### config.mk
export PLATFORM = sky130hd
export DESIGN_NAME = ptv_out_regs
export DESIGN_NICKNAME = d
export VERILOG_FILES = /design/src/ptv_pkg.sv /design/src/ptv_snap.sv /design/src/ptv_out_regs.sv
export SDC_FILE = /design/constraint.sdc
export NUM_CORES = 1
export LEC_CHECK = 0
export ABC_AREA = 1
export BUFFER_PORTS_ARGS = -buffer_cell sky130_fd_sc_hd__buf_2
export CAP_MARGIN = 20
export CORE_UTILIZATION = 52
export DETAILED_ROUTE_END_ITERATION = 10
export PLACE_DENSITY = 0.71
export RECOVER_POWER = 100
export SYNTH_ARGS = -nofsm -noshare
export SYNTH_HDL_FRONTEND = slang
export SYNTH_HIERARCHICAL = 1
export SYNTH_SLANG_ARGS = --single-unit
### constraint.sdc
create_clock -name clk_sys_i -period 2.9 [get_ports clk_sys_i]
set_input_delay 0.29 -clock clk_sys_i [delete_from_list [all_inputs] [get_ports clk_sys_i]]
set_output_delay 0.29 -clock clk_sys_i [all_outputs]
set_load 0.02 [all_outputs]
### src/ptv_pkg.sv
// package for the sample output register set: map, field layout, types
// assumes one clock domain; the serial front end and the converter share it
// Summary of operation
// - pressure is 20-bit unsigned, two fraction bits
// - integer in high, mid, low[7:6]; fraction low[5:4]
// - 01h-03h give pressure bits, reset zero
// - pressure meaning follows height mode select
// - status through temperature burst readable 00h-05h
// - temperature is signed 12-bit, four fraction bits
// - 04h integer degrees, 05h fraction upper nibble
// - 07h-09h hold newest minus previous pressure
// - pressure change uses the pressure byte layout
// - pressure change updates in every fifo mode
// - fifo off: bytes show latest sample live; a burst reads the copy frozen when it starts
// - fifo off: high pressure read clears pressure flags
// - fifo off: high temperature read clears temperature flags
// - fifo on: fifo data read clears flags
package ptv_pkg;

    localparam int P_W     = 20;
    localparam int T_W     = 12;
    localparam int BYTE_W  = 8;
    localparam int NIB_W   = 4;

    // byte slices of the sample words
    localparam int P_HI_LSB  = 12;
    localparam int P_MID_LSB = 4;
    localparam int T_HI_LSB  = 4;

    localparam logic [7:0] ADDR_STATUS    = 8'h00;
    localparam logic [7:0] ADDR_P_HIGH    = 8'h01;
    localparam logic [7:0] ADDR_P_MID     = 8'h02;
    localparam logic [7:0] ADDR_P_LOW     = 8'h03;
    localparam logic [7:0] ADDR_T_HIGH    = 8'h04;
    localparam logic [7:0] ADDR_T_LOW     = 8'h05;
    localparam logic [7:0] ADDR_STATUS_B  = 8'h06;
    localparam logic [7:0] ADDR_D_HIGH    = 8'h07;
    localparam logic [7:0] ADDR_D_MID     = 8'h08;
    localparam logic [7:0] ADDR_D_LOW     = 8'h09;

    localparam logic [7:0] ADDR_STEP      = 8'h01;
    localparam logic [3:0] RSV_NIB        = 4'h0;
    localparam logic [7:0] UNMAPPED_BYTE  = 8'h00;
    localparam logic [1:0] FIFO_OFF       = 2'h0;

    // status byte bit positions
    localparam int BIT_PTOW = 7;
    localparam int BIT_POW  = 6;
    localparam int BIT_TOW  = 5;
    localparam int BIT_PTDR = 3;
    localparam int BIT_PDR  = 2;
    localparam int BIT_TDR  = 1;

    typedef struct packed {
        logic [P_W-1:0] p;
        logic [T_W-1:0] t;
        logic [P_W-1:0] d;
    } ptv_sample_type;

    localparam ptv_sample_type SAMPLE_RESET = '0;

    typedef enum logic [1:0] {
        ST_IDLE  = 2'b01,
        ST_BURST = 2'b10
    } ptv_state_type;

endpackage : ptv_pkg

### src/ptv_snap.sv
// snapshot register: follows the live sample set, freezes while held
// assumes hold_i comes from logic on clk_sys_i
`timescale 1ns/1ps
module ptv_snap (
    // clock and reset
    input  wire logic                    clk_sys_i,
    input  wire logic                    nrst_i,
    // control
    input  wire logic                    hold_i,
    // data
    input  wire ptv_pkg::ptv_sample_type live_i,
    output ptv_pkg::ptv_sample_type      snap_o
);
    ptv_pkg::ptv_sample_type snap_q;
    ptv_pkg::ptv_sample_type snap_d;

    always_comb begin
        snap_d = hold_i ? snap_q : live_i;
    end

    always_ff @(posedge clk_sys_i or negedge nrst_i) begin
        if (!nrst_i) begin
            snap_q <= ptv_pkg::SAMPLE_RESET;
        end else begin
            snap_q <= snap_d;
        end
    end

    assign snap_o = snap_q;

endmodule : ptv_snap

### src/ptv_out_regs.sv
// sample output registers with auto-incrementing byte read port
// assumes a serial slave front end on clk_sys_i: it pulses start_i with
// the register address, rd_stb_i once per byte, stop_i at the end
`timescale 1ns/1ps
module ptv_out_regs (
    // clock and reset
    input  wire logic        clk_sys_i,
    input  wire logic        nrst_i,
    // converter side
    input  wire logic [19:0] pressure_value_i,
    input  wire logic        pressure_valid_i,
    input  wire logic [11:0] temperature_value_i,
    input  wire logic        temperature_valid_i,
    input  wire logic        height_mode_select_i,
    input  wire logic [1:0]  fifo_mode_i,
    input  wire logic        fifo_data_rd_i,
    // register read port
    input  wire logic        start_i,
    input  wire logic [7:0]  start_addr_i,
    input  wire logic        rd_stb_i,
    input  wire logic        stop_i,
    output logic      [7:0]  rd_data_o,
    output logic             rd_valid_o,
    // flags
    output logic             pressure_ready_flag_o,
    output logic             pressure_overrun_flag_o,
    output logic             temperature_ready_flag_o,
    output logic             temperature_overrun_flag_o,
    output logic             any_ready_flag_o,
    output logic             any_overrun_flag_o,
    output logic             height_mode_o
);

    // byte decode shared by the read path
    function automatic logic [7:0] read_byte(
        input logic [7:0]              a,
        input ptv_pkg::ptv_sample_type s,
        input logic [7:0]              st
    );
        logic [7:0] r;
        r = ptv_pkg::UNMAPPED_BYTE;
        if (a == ptv_pkg::ADDR_STATUS || a == ptv_pkg::ADDR_STATUS_B) begin
            r = st;
        end else if (a == ptv_pkg::ADDR_P_HIGH) begin
            r = s.p[ptv_pkg::P_HI_LSB +: ptv_pkg::BYTE_W];
        end else if (a == ptv_pkg::ADDR_P_MID) begin
            r = s.p[ptv_pkg::P_MID_LSB +: ptv_pkg::BYTE_W];
        end else if (a == ptv_pkg::ADDR_P_LOW) begin
            r = {s.p[0 +: ptv_pkg::NIB_W], ptv_pkg::RSV_NIB};
        end else if (a == ptv_pkg::ADDR_T_HIGH) begin
            r = s.t[ptv_pkg::T_HI_LSB +: ptv_pkg::BYTE_W];
        end else if (a == ptv_pkg::ADDR_T_LOW) begin
            r = {s.t[0 +: ptv_pkg::NIB_W], ptv_pkg::RSV_NIB};
        end else if (a == ptv_pkg::ADDR_D_HIGH) begin
            r = s.d[ptv_pkg::P_HI_LSB +: ptv_pkg::BYTE_W];
        end else if (a == ptv_pkg::ADDR_D_MID) begin
            r = s.d[ptv_pkg::P_MID_LSB +: ptv_pkg::BYTE_W];
        end else if (a == ptv_pkg::ADDR_D_LOW) begin
            r = {s.d[0 +: ptv_pkg::NIB_W], ptv_pkg::RSV_NIB};
        end
        return r;
    endfunction : read_byte

    // live sample set
    ptv_pkg::ptv_sample_type live_q;
    ptv_pkg::ptv_sample_type live_d;
    logic                    hmode_q;
    logic                    hmode_d;

    always_comb begin
        live_d  = live_q;
        hmode_d = hmode_q;
        if (pressure_valid_i) begin
            // stored as delivered: pascals in barometer mode, else height
            live_d.p = pressure_value_i;
            hmode_d  = height_mode_select_i;
            // wraps modulo 2^20, same layout as the sample
            live_d.d = pressure_value_i - live_q.p;
        end
        if (temperature_valid_i) begin
            live_d.t = temperature_value_i;
        end
    end

    always_ff @(posedge clk_sys_i or negedge nrst_i) begin
        if (!nrst_i) begin
            live_q  <= ptv_pkg::SAMPLE_RESET;
            hmode_q <= 1'b0;
        end else begin
            live_q  <= live_d;
            hmode_q <= hmode_d;
        end
    end

    // burst sequencer and address pointer
    ptv_pkg::ptv_state_type state_q;
    ptv_pkg::ptv_state_type state_d;
    logic [7:0]             ptr_q;
    logic [7:0]             ptr_d;
    logic                   rd_go;

    assign rd_go = rd_stb_i && (state_q == ptv_pkg::ST_BURST);

    always_comb begin
        state_d = state_q;
        ptr_d   = ptr_q;
        case (state_q)
            ptv_pkg::ST_IDLE: begin
                if (start_i) begin
                    state_d = ptv_pkg::ST_BURST;
                    ptr_d   = start_addr_i;
                end
            end
            ptv_pkg::ST_BURST: begin
                if (stop_i) begin
                    state_d = ptv_pkg::ST_IDLE;
                end else if (start_i) begin
                    ptr_d = start_addr_i;
                end else if (rd_stb_i) begin
                    ptr_d = ptr_q + ptv_pkg::ADDR_STEP;
                end
            end
            default: begin
                state_d = ptv_pkg::ST_IDLE;
            end
        endcase
    end

    always_ff @(posedge clk_sys_i or negedge nrst_i) begin
        if (!nrst_i) begin
            state_q <= ptv_pkg::ST_IDLE;
            ptr_q   <= ptv_pkg::ADDR_STATUS;
        end else begin
            state_q <= state_d;
            ptr_q   <= ptr_d;
        end
    end

    // frozen copy so a sample landing mid-burst cannot tear the read
    ptv_pkg::ptv_sample_type snap;

    ptv_snap u_snap (
        .clk_sys_i (clk_sys_i),
        .nrst_i    (nrst_i),
        .hold_i    (state_q == ptv_pkg::ST_BURST),
        .live_i    (live_q),
        .snap_o    (snap)
    );

    // ready and overrun flags; a new sample beats a same-cycle clear
    logic pdr_q, pow_q, tdr_q, tow_q, ptdr_q, ptow_q;
    logic pdr_d, pow_d, tdr_d, tow_d, ptdr_d, ptow_d;
    logic fifo_off, p_clr, t_clr, p_ovr, t_ovr;
    logic [7:0] status;

    always_comb begin
        fifo_off = (fifo_mode_i == ptv_pkg::FIFO_OFF);
        p_clr    = (fifo_off && rd_go && ptr_q == ptv_pkg::ADDR_P_HIGH)
                 || (!fifo_off && fifo_data_rd_i);
        t_clr    = (fifo_off && rd_go && ptr_q == ptv_pkg::ADDR_T_HIGH)
                 || (!fifo_off && fifo_data_rd_i);
        p_ovr    = pressure_valid_i && pdr_q;
        t_ovr    = temperature_valid_i && tdr_q;
        pdr_d    = pressure_valid_i || (pdr_q && !p_clr);
        pow_d    = p_ovr || (pow_q && !p_clr);
        tdr_d    = temperature_valid_i || (tdr_q && !t_clr);
        tow_d    = t_ovr || (tow_q && !t_clr);
        ptdr_d   = pressure_valid_i || temperature_valid_i
                 || (ptdr_q && !(p_clr || t_clr));
        ptow_d   = p_ovr || t_ovr || (ptow_q && !(p_clr || t_clr));
        status   = ptv_pkg::UNMAPPED_BYTE;
        status[ptv_pkg::BIT_PTOW] = ptow_q;
        status[ptv_pkg::BIT_POW]  = pow_q;
        status[ptv_pkg::BIT_TOW]  = tow_q;
        status[ptv_pkg::BIT_PTDR] = ptdr_q;
        status[ptv_pkg::BIT_PDR]  = pdr_q;
        status[ptv_pkg::BIT_TDR]  = tdr_q;
    end

    always_ff @(posedge clk_sys_i or negedge nrst_i) begin
        if (!nrst_i) begin
            pdr_q  <= 1'b0;
            pow_q  <= 1'b0;
            tdr_q  <= 1'b0;
            tow_q  <= 1'b0;
            ptdr_q <= 1'b0;
            ptow_q <= 1'b0;
        end else begin
            pdr_q  <= pdr_d;
            pow_q  <= pow_d;
            tdr_q  <= tdr_d;
            tow_q  <= tow_d;
            ptdr_q <= ptdr_d;
            ptow_q <= ptow_d;
        end
    end

    // read data register
    logic [7:0] rd_data_q, rd_data_d;
    logic       rd_valid_q, rd_valid_d;

    always_comb begin
        rd_valid_d = rd_go;
        rd_data_d  = rd_go ? read_byte(ptr_q, snap, status) : rd_data_q;
    end

    always_ff @(posedge clk_sys_i or negedge nrst_i) begin
        if (!nrst_i) begin
            rd_data_q  <= ptv_pkg::UNMAPPED_BYTE;
            rd_valid_q <= 1'b0;
        end else begin
            rd_data_q  <= rd_data_d;
            rd_valid_q <= rd_valid_d;
        end
    end

    assign rd_data_o                  = rd_data_q;
    assign rd_valid_o                 = rd_valid_q;
    assign pressure_ready_flag_o      = pdr_q;
    assign pressure_overrun_flag_o    = pow_q;
    assign temperature_ready_flag_o   = tdr_q;
    assign temperature_overrun_flag_o = tow_q;
    assign any_ready_flag_o           = ptdr_q;
    assign any_overrun_flag_o         = ptow_q;
    assign height_mode_o              = hmode_q;
endmodule : ptv_out_regs

==> report_table.html <==
<table>
<tr><th>Metric</th><th>Value</th></tr>
<tr><th colspan="2">Die</th></tr>
<tr><td>Overall die width</td><td>117 um</td></tr>
<tr><td>Die Area</td><td>13700 um2</td></tr>
<tr><td>FP Rows</td><td>41</td></tr>
<tr><td>CORE AREA</td><td>12800 um2</td></tr>
<tr><td>Die Ht</td><td>117 um</td></tr>
<tr><td>Count of pins on the block boundary</td><td>67</td></tr>
<tr><td>Effective utilization at floorplan</td><td>0.539</td></tr>
<tr><th colspan="2">Global route</th></tr>
<tr><td>Number of global-route vias before repair</td><td>5575</td></tr>
<tr><td>Maximum number of pins on one net before global-route repair</td><td>69</td></tr>
<tr><td>Global-route total usage across every layer</td><td>0.267</td></tr>
<tr><td>Number of antenna violations at the first check in global routing</td><td>0</td></tr>
<tr><td>First-pass GRT wire length</td><td>27300 um</td></tr>
<tr><td>Congestion Overflow GR</td><td>0</td></tr>
<tr><th colspan="2">Routing</th></tr>
<tr><td>Number of iterations in the first detailed-routing pass</td><td>6</td></tr>
<tr><td>Routed length per instance</td><td>15.2 um</td></tr>
<tr><td>Number of design rule violations left after detail routing</td><td>0</td></tr>
<tr><td>Detailed Route WL</td><td>16800 um</td></tr>
<tr><td>Routed vias/inst</td><td>5.25</td></tr>
<tr><td>Detailed router's first-iteration violation count</td><td>395</td></tr>
<tr><td>Remaining antenna violation count</td><td>0</td></tr>
<tr><td>Count of vias placed by the detailed router</td><td>5801</td></tr>
<tr><th colspan="2">Logic synthesis</th></tr>
<tr><td>Gate count of the mapped netlist</td><td>856</td></tr>
<tr><td>Count of state elements after synthesis</td><td>130</td></tr>
<tr><td>Most frequent cell after synthesis</td><td>sky130_fd_sc_hd__nand2_1</td></tr>
<tr><td>Number of enable flip-flop cells after synthesis</td><td>0</td></tr>
<tr><td>Most instantiated cells after synthesis</td><td>sky130_fd_sc_hd__nand2_1, sky130_fd_sc_hd__dfrtp_1, sky130_fd_sc_hd__o21ai_0</td></tr>
<tr><td>Combined area of all synthesized cells</td><td>6880 um2</td></tr>
<tr><td>Total number of yosys warnings</td><td>6</td></tr>
<tr><td>Proportion of register bits with asynchronous set or reset after synthesis</td><td>1.00</td></tr>
<tr><td>Synthesized netlist net count</td><td>931</td></tr>
<tr><td>Dominant combinational cell family by area after synthesis</td><td>simple AND/OR/NAND/NOR gates</td></tr>
<tr><td>Adder and majority gate portion of the synthesized area</td><td>0.0447</td></tr>
<tr><td>Proportion of netlist area held by the largest area contributor</td><td>0.469</td></tr>
<tr><td>Main synth FF type</td><td>sky130_fd_sc_hd__dfrtp_1</td></tr>
<tr><td>Compound-gate portion of the synthesized area</td><td>0.124</td></tr>
<tr><td>Xor-xnor portion of the synthesized cell area</td><td>0.0178</td></tr>
<tr><td>Synth Area in Simple Gates</td><td>0.278</td></tr>
<tr><td>Post-synthesis cell type with the largest combined area</td><td>sky130_fd_sc_hd__dfrtp_1</td></tr>
<tr><td>Number of distinct library cells after synthesis</td><td>50</td></tr>
<tr><td>Seq/Total Area, Yosys</td><td>0.473</td></tr>
<tr><td>Average cell area after synthesis</td><td>8.04 um2</td></tr>
<tr><td>Post-synthesis mux area share</td><td>0</td></tr>
<tr><td>Area contributors post-synth</td><td>sky130_fd_sc_hd__dfrtp_1, sky130_fd_sc_hd__nand2_1, sky130_fd_sc_hd__o21ai_0, sky130_fd_sc_hd__ha_1, sky130_fd_sc_hd__a21oi_1</td></tr>
<tr><th colspan="2">Final layout</th></tr>
<tr><td>Fraction of final layout cells sized beyond drive strength 1</td><td>0.115</td></tr>
<tr><td># diodes</td><td>0</td></tr>
<tr><td>Multi-input gate area in the final layout</td><td>3140 um2</td></tr>
<tr><td>Seq. cell area</td><td>3250 um2</td></tr>
<tr><td>Number of nets in the final layout</td><td>998</td></tr>
<tr><td>Layout fillers</td><td>1230</td></tr>
<tr><td>Area grow syn2layout</td><td>12.2%</td></tr>
<tr><th colspan="2">Power</th></tr>
<tr><td>Clock power share</td><td>0.340</td></tr>
<tr><td>Net switching fraction of the power</td><td>0.331</td></tr>
<tr><td>Power per standard cell area</td><td>748 nW/um2</td></tr>
<tr><td>Flop pwr share</td><td>0.429</td></tr>
<tr><td>Max rail drop VDD</td><td>0.000422 V</td></tr>
<tr><td>Final Total Pwr</td><td>5.78 mW</td></tr>
<tr><td>Part of the total power dissipated in combinational logic</td><td>0.231</td></tr>
<tr><td>Internal power of the cells</td><td>3.87 mW</td></tr>
<tr><td>Switching power summed over all nets</td><td>1.91 mW</td></tr>
<tr><td>Static leakage</td><td>3.85 nW</td></tr>
<tr><th colspan="2">Worst setup path</th></tr>
<tr><td>Startpoint type of the worst setup path</td><td>flip-flop</td></tr>
<tr><td>Critical Path End Type</td><td>flip-flop</td></tr>
<tr><td>Peak fanout along the critical path</td><td>14</td></tr>
<tr><td>Crit path kind</td><td>flip-flop to flip-flop</td></tr>
<tr><td>Arr. time, crit path</td><td>2.72 ns</td></tr>
<tr><td>CP required</td><td>3.19 ns</td></tr>
<tr><th colspan="2">Timing</th></tr>
<tr><td>Hold Fails Final Rpt</td><td>0</td></tr>
<tr><td>RSZ-0062 raised after global routing</td><td>no</td></tr>
<tr><td>Fmax</td><td>412 MHz</td></tr>
<tr><td>Setup Viol. Count Final</td><td>0</td></tr>
<tr><td>Final min period</td><td>2.43 ns</td></tr>
<tr><td>Final setup TNS</td><td>0 ns</td></tr>
<tr><td>Count of pins over their slew limit</td><td>119</td></tr>
<tr><td>Setup clock skew after layout</td><td>0.00657 ns</td></tr>
<tr><td>Min Hold Slack</td><td>0.0640 ns</td></tr>
<tr><td>Period utilization</td><td>0.837</td></tr>
<tr><td>Slew at the pin closest to its max-slew limit</td><td>1.92 ns</td></tr>
<tr><td>Max transition margin</td><td>-0.282</td></tr>
<tr><th colspan="2">CTS</th></tr>
<tr><td>Maximum count of clock buffers along a single path</td><td>2</td></tr>
<tr><td>H-Tree Depth</td><td>4</td></tr>
<tr><td>Clock tree from TritonCTS</td><td>done</td></tr>
<tr><td>CTS clock-pin slew for the worst setup and hold paths</td><td>0.06 ns</td></tr>
<tr><td>Cell at the root of the clock tree</td><td>sky130_fd_sc_hd__clkbuf_16</td></tr>
<tr><td>Hold-fix buffers at CTS</td><td>0</td></tr>
<tr><td>Number of post-CTS setup repair buffers</td><td>0</td></tr>
<tr><td>Worst-Skew Late Latency</td><td>0.42 ns</td></tr>
<tr><td># clock sinks</td><td>130</td></tr>
<tr><td>CTS Buf Count</td><td>17</td></tr>
<tr><td>Cts repair resizes</td><td>0</td></tr>
<tr><th colspan="2">Place</th></tr>
<tr><td>Final weighted congestion in routability-driven placement</td><td>1.02</td></tr>
<tr><td>Port Buffers</td><td>66</td></tr>
<tr><td>Final HPWL DP</td><td>12300 um</td></tr>
<tr><th colspan="2">Outcome</th></tr>
<tr><td>Run status</td><td>finished, violations left</td></tr>
<tr><td>Violations in the final reports</td><td>max-capacitance violations, max-slew violations</td></tr>
<tr><th colspan="2">Hold path</th></tr>
<tr><td>Type of the worst min-delay path</td><td>primary input to flip-flop</td></tr>
<tr><th colspan="2">Job</th></tr>
<tr><td>Max-cap violations</td><td>2</td></tr>
</table>
-- power groups by stage --
| stage | clock, mW | combinational (mW) | sequential, mW |
|---|---|---|---|
| 4_1_cts | 1.99 | 1.38 | 2.48 |
| 3_5_place_dp | 0 | 1.37 | 2.51 |
| 3_3_place_gp | 0 | 1.35 | 2.50 |
| 5_1_grt | 2.07 | 1.51 | 2.52 |
| 6_report | 1.96 | 1.33 | 2.48 |
| 2_1_floorplan | 0 | 1.00 | 2.47 |
-- cell usage in the layout, fill, tap and decap left out, types with 4 or more instances in the layout --
cell type and n:
sky130_fd_sc_hd__nand2_1 334, sky130_fd_sc_hd__dfrtp_1 129, sky130_fd_sc_hd__o21ai_0 68, sky130_fd_sc_hd__inv_1 54, sky130_fd_sc_hd__a21oi_1 48, sky130_fd_sc_hd__buf_2 47
sky130_fd_sc_hd__nor2_1 45, sky130_fd_sc_hd__nand3_1 27, sky130_fd_sc_hd__clkbuf_1 26, sky130_fd_sc_hd__ha_1 23, sky130_fd_sc_hd__clkbuf_16 17, sky130_fd_sc_hd__nand4_1 7
sky130_fd_sc_hd__xor2_1 7, sky130_fd_sc_hd__xnor2_1 7, sky130_fd_sc_hd__o211ai_1 7, sky130_fd_sc_hd__inv_2 6, sky130_fd_sc_hd__nand2_2 6, sky130_fd_sc_hd__a31oi_1 6
sky130_fd_sc_hd__or2_2 6, sky130_fd_sc_hd__nor3_1 5, sky130_fd_sc_hd__clkinv_2 4
-- kinds of logic after synthesis --
| family | Yosys count |
|---|---|
| simple gates | 447 |
| compound gates | 152 |
| flops | 130 |
| xor+xnor | 14 |
| buf+inv | 89 |
| fa+ha+maj | 24 |
-- cell type report --
type / instances / share of cell area
sequential: 130 / 0.421
inverter: 64 / 0.0314
tap: 172 / 0.0279
clock inverter: 6 / 0.00745
timing repair buffer: 73 / 0.0439
clock buffer: 23 / 0.0619
multi-input combinational: 637 / 0.406
-- per-layer routing --
layer,global-route usage,wire (um),up-vias
met5,0,0,-
met4,0.0970,331,0
met1,0.360,8030,2686
met3,0.0536,781,28
met2,0.430,7660,174
li1,-,-,2913
-- worst max-delay path: stages (launching register included) --
cell and delay, ns:
sky130_fd_sc_hd__dfstp_1 0.36, sky130_fd_sc_hd__nor2_1 0.16, sky130_fd_sc_hd__inv_1 0.08, sky130_fd_sc_hd__nor2_1 0.61, sky130_fd_sc_hd__inv_1 0.34, sky130_fd_sc_hd__o21ai_2 0.27
sky130_fd_sc_hd__inv_1 0.22, sky130_fd_sc_hd__a21oi_1 0.20, sky130_fd_sc_hd__a21oi_1 0.05
-- per-stage QoR --
step | cell area, um2 | instances | util | setup slack, ns
2_1_floorplan | 6880 | 856 | - | 0.821
3_3_place_gp | 7300 | 1076 | 0.572 | 0.621
3_5_place_dp | 7300 | 1076 | 0.572 | 0.578
4_1_cts | 7840 | 1105 | 0.614 | 0.571
5_1_grt | 7720 | 1105 | 0.605 | 0.191
6_report | 7720 | 1105 | 0.605 | 0.472
-- flip-flops by register name, summed over array words and instances (netlist names) --
| name | flops |
|---|---|
| any_overrun_flag_o | 1 |
| any_ready_flag_o | 1 |
| height_mode_o | 1 |
| live_q | 52 |
| pressure_overrun_flag_o | 1 |
| pressure_ready_flag_o | 1 |
| ptr_q | 8 |
| rd_data_o | 8 |
| rd_valid_o | 1 |
| state_q | 2 |
| temperature_overrun_flag_o | 1 |
| temperature_ready_flag_o | 1 |
| u_snap/snap_o | 52 |
-- worst paths after layout --
path                       slack (ns)              startpoint           endpoint  depth (start not counted)
min reg2reg                      0.46               live_q[6]   u_snap/snap_o[6]                          2
max reg2reg                      0.47              state_q[0]           ptr_q[7]                          8
max                              0.47              state_q[0]           ptr_q[7]                          8
max in group asynchronous        0.96                  nrst_i  u_snap/snap_o[13]                          2
min in group asynchronous        0.29                  nrst_i           ptr_q[7]                          1
min                              0.06  temperature_value_i[2]         live_q[22]                          3
No activity file was read; power rests on OpenSTA's default activity.
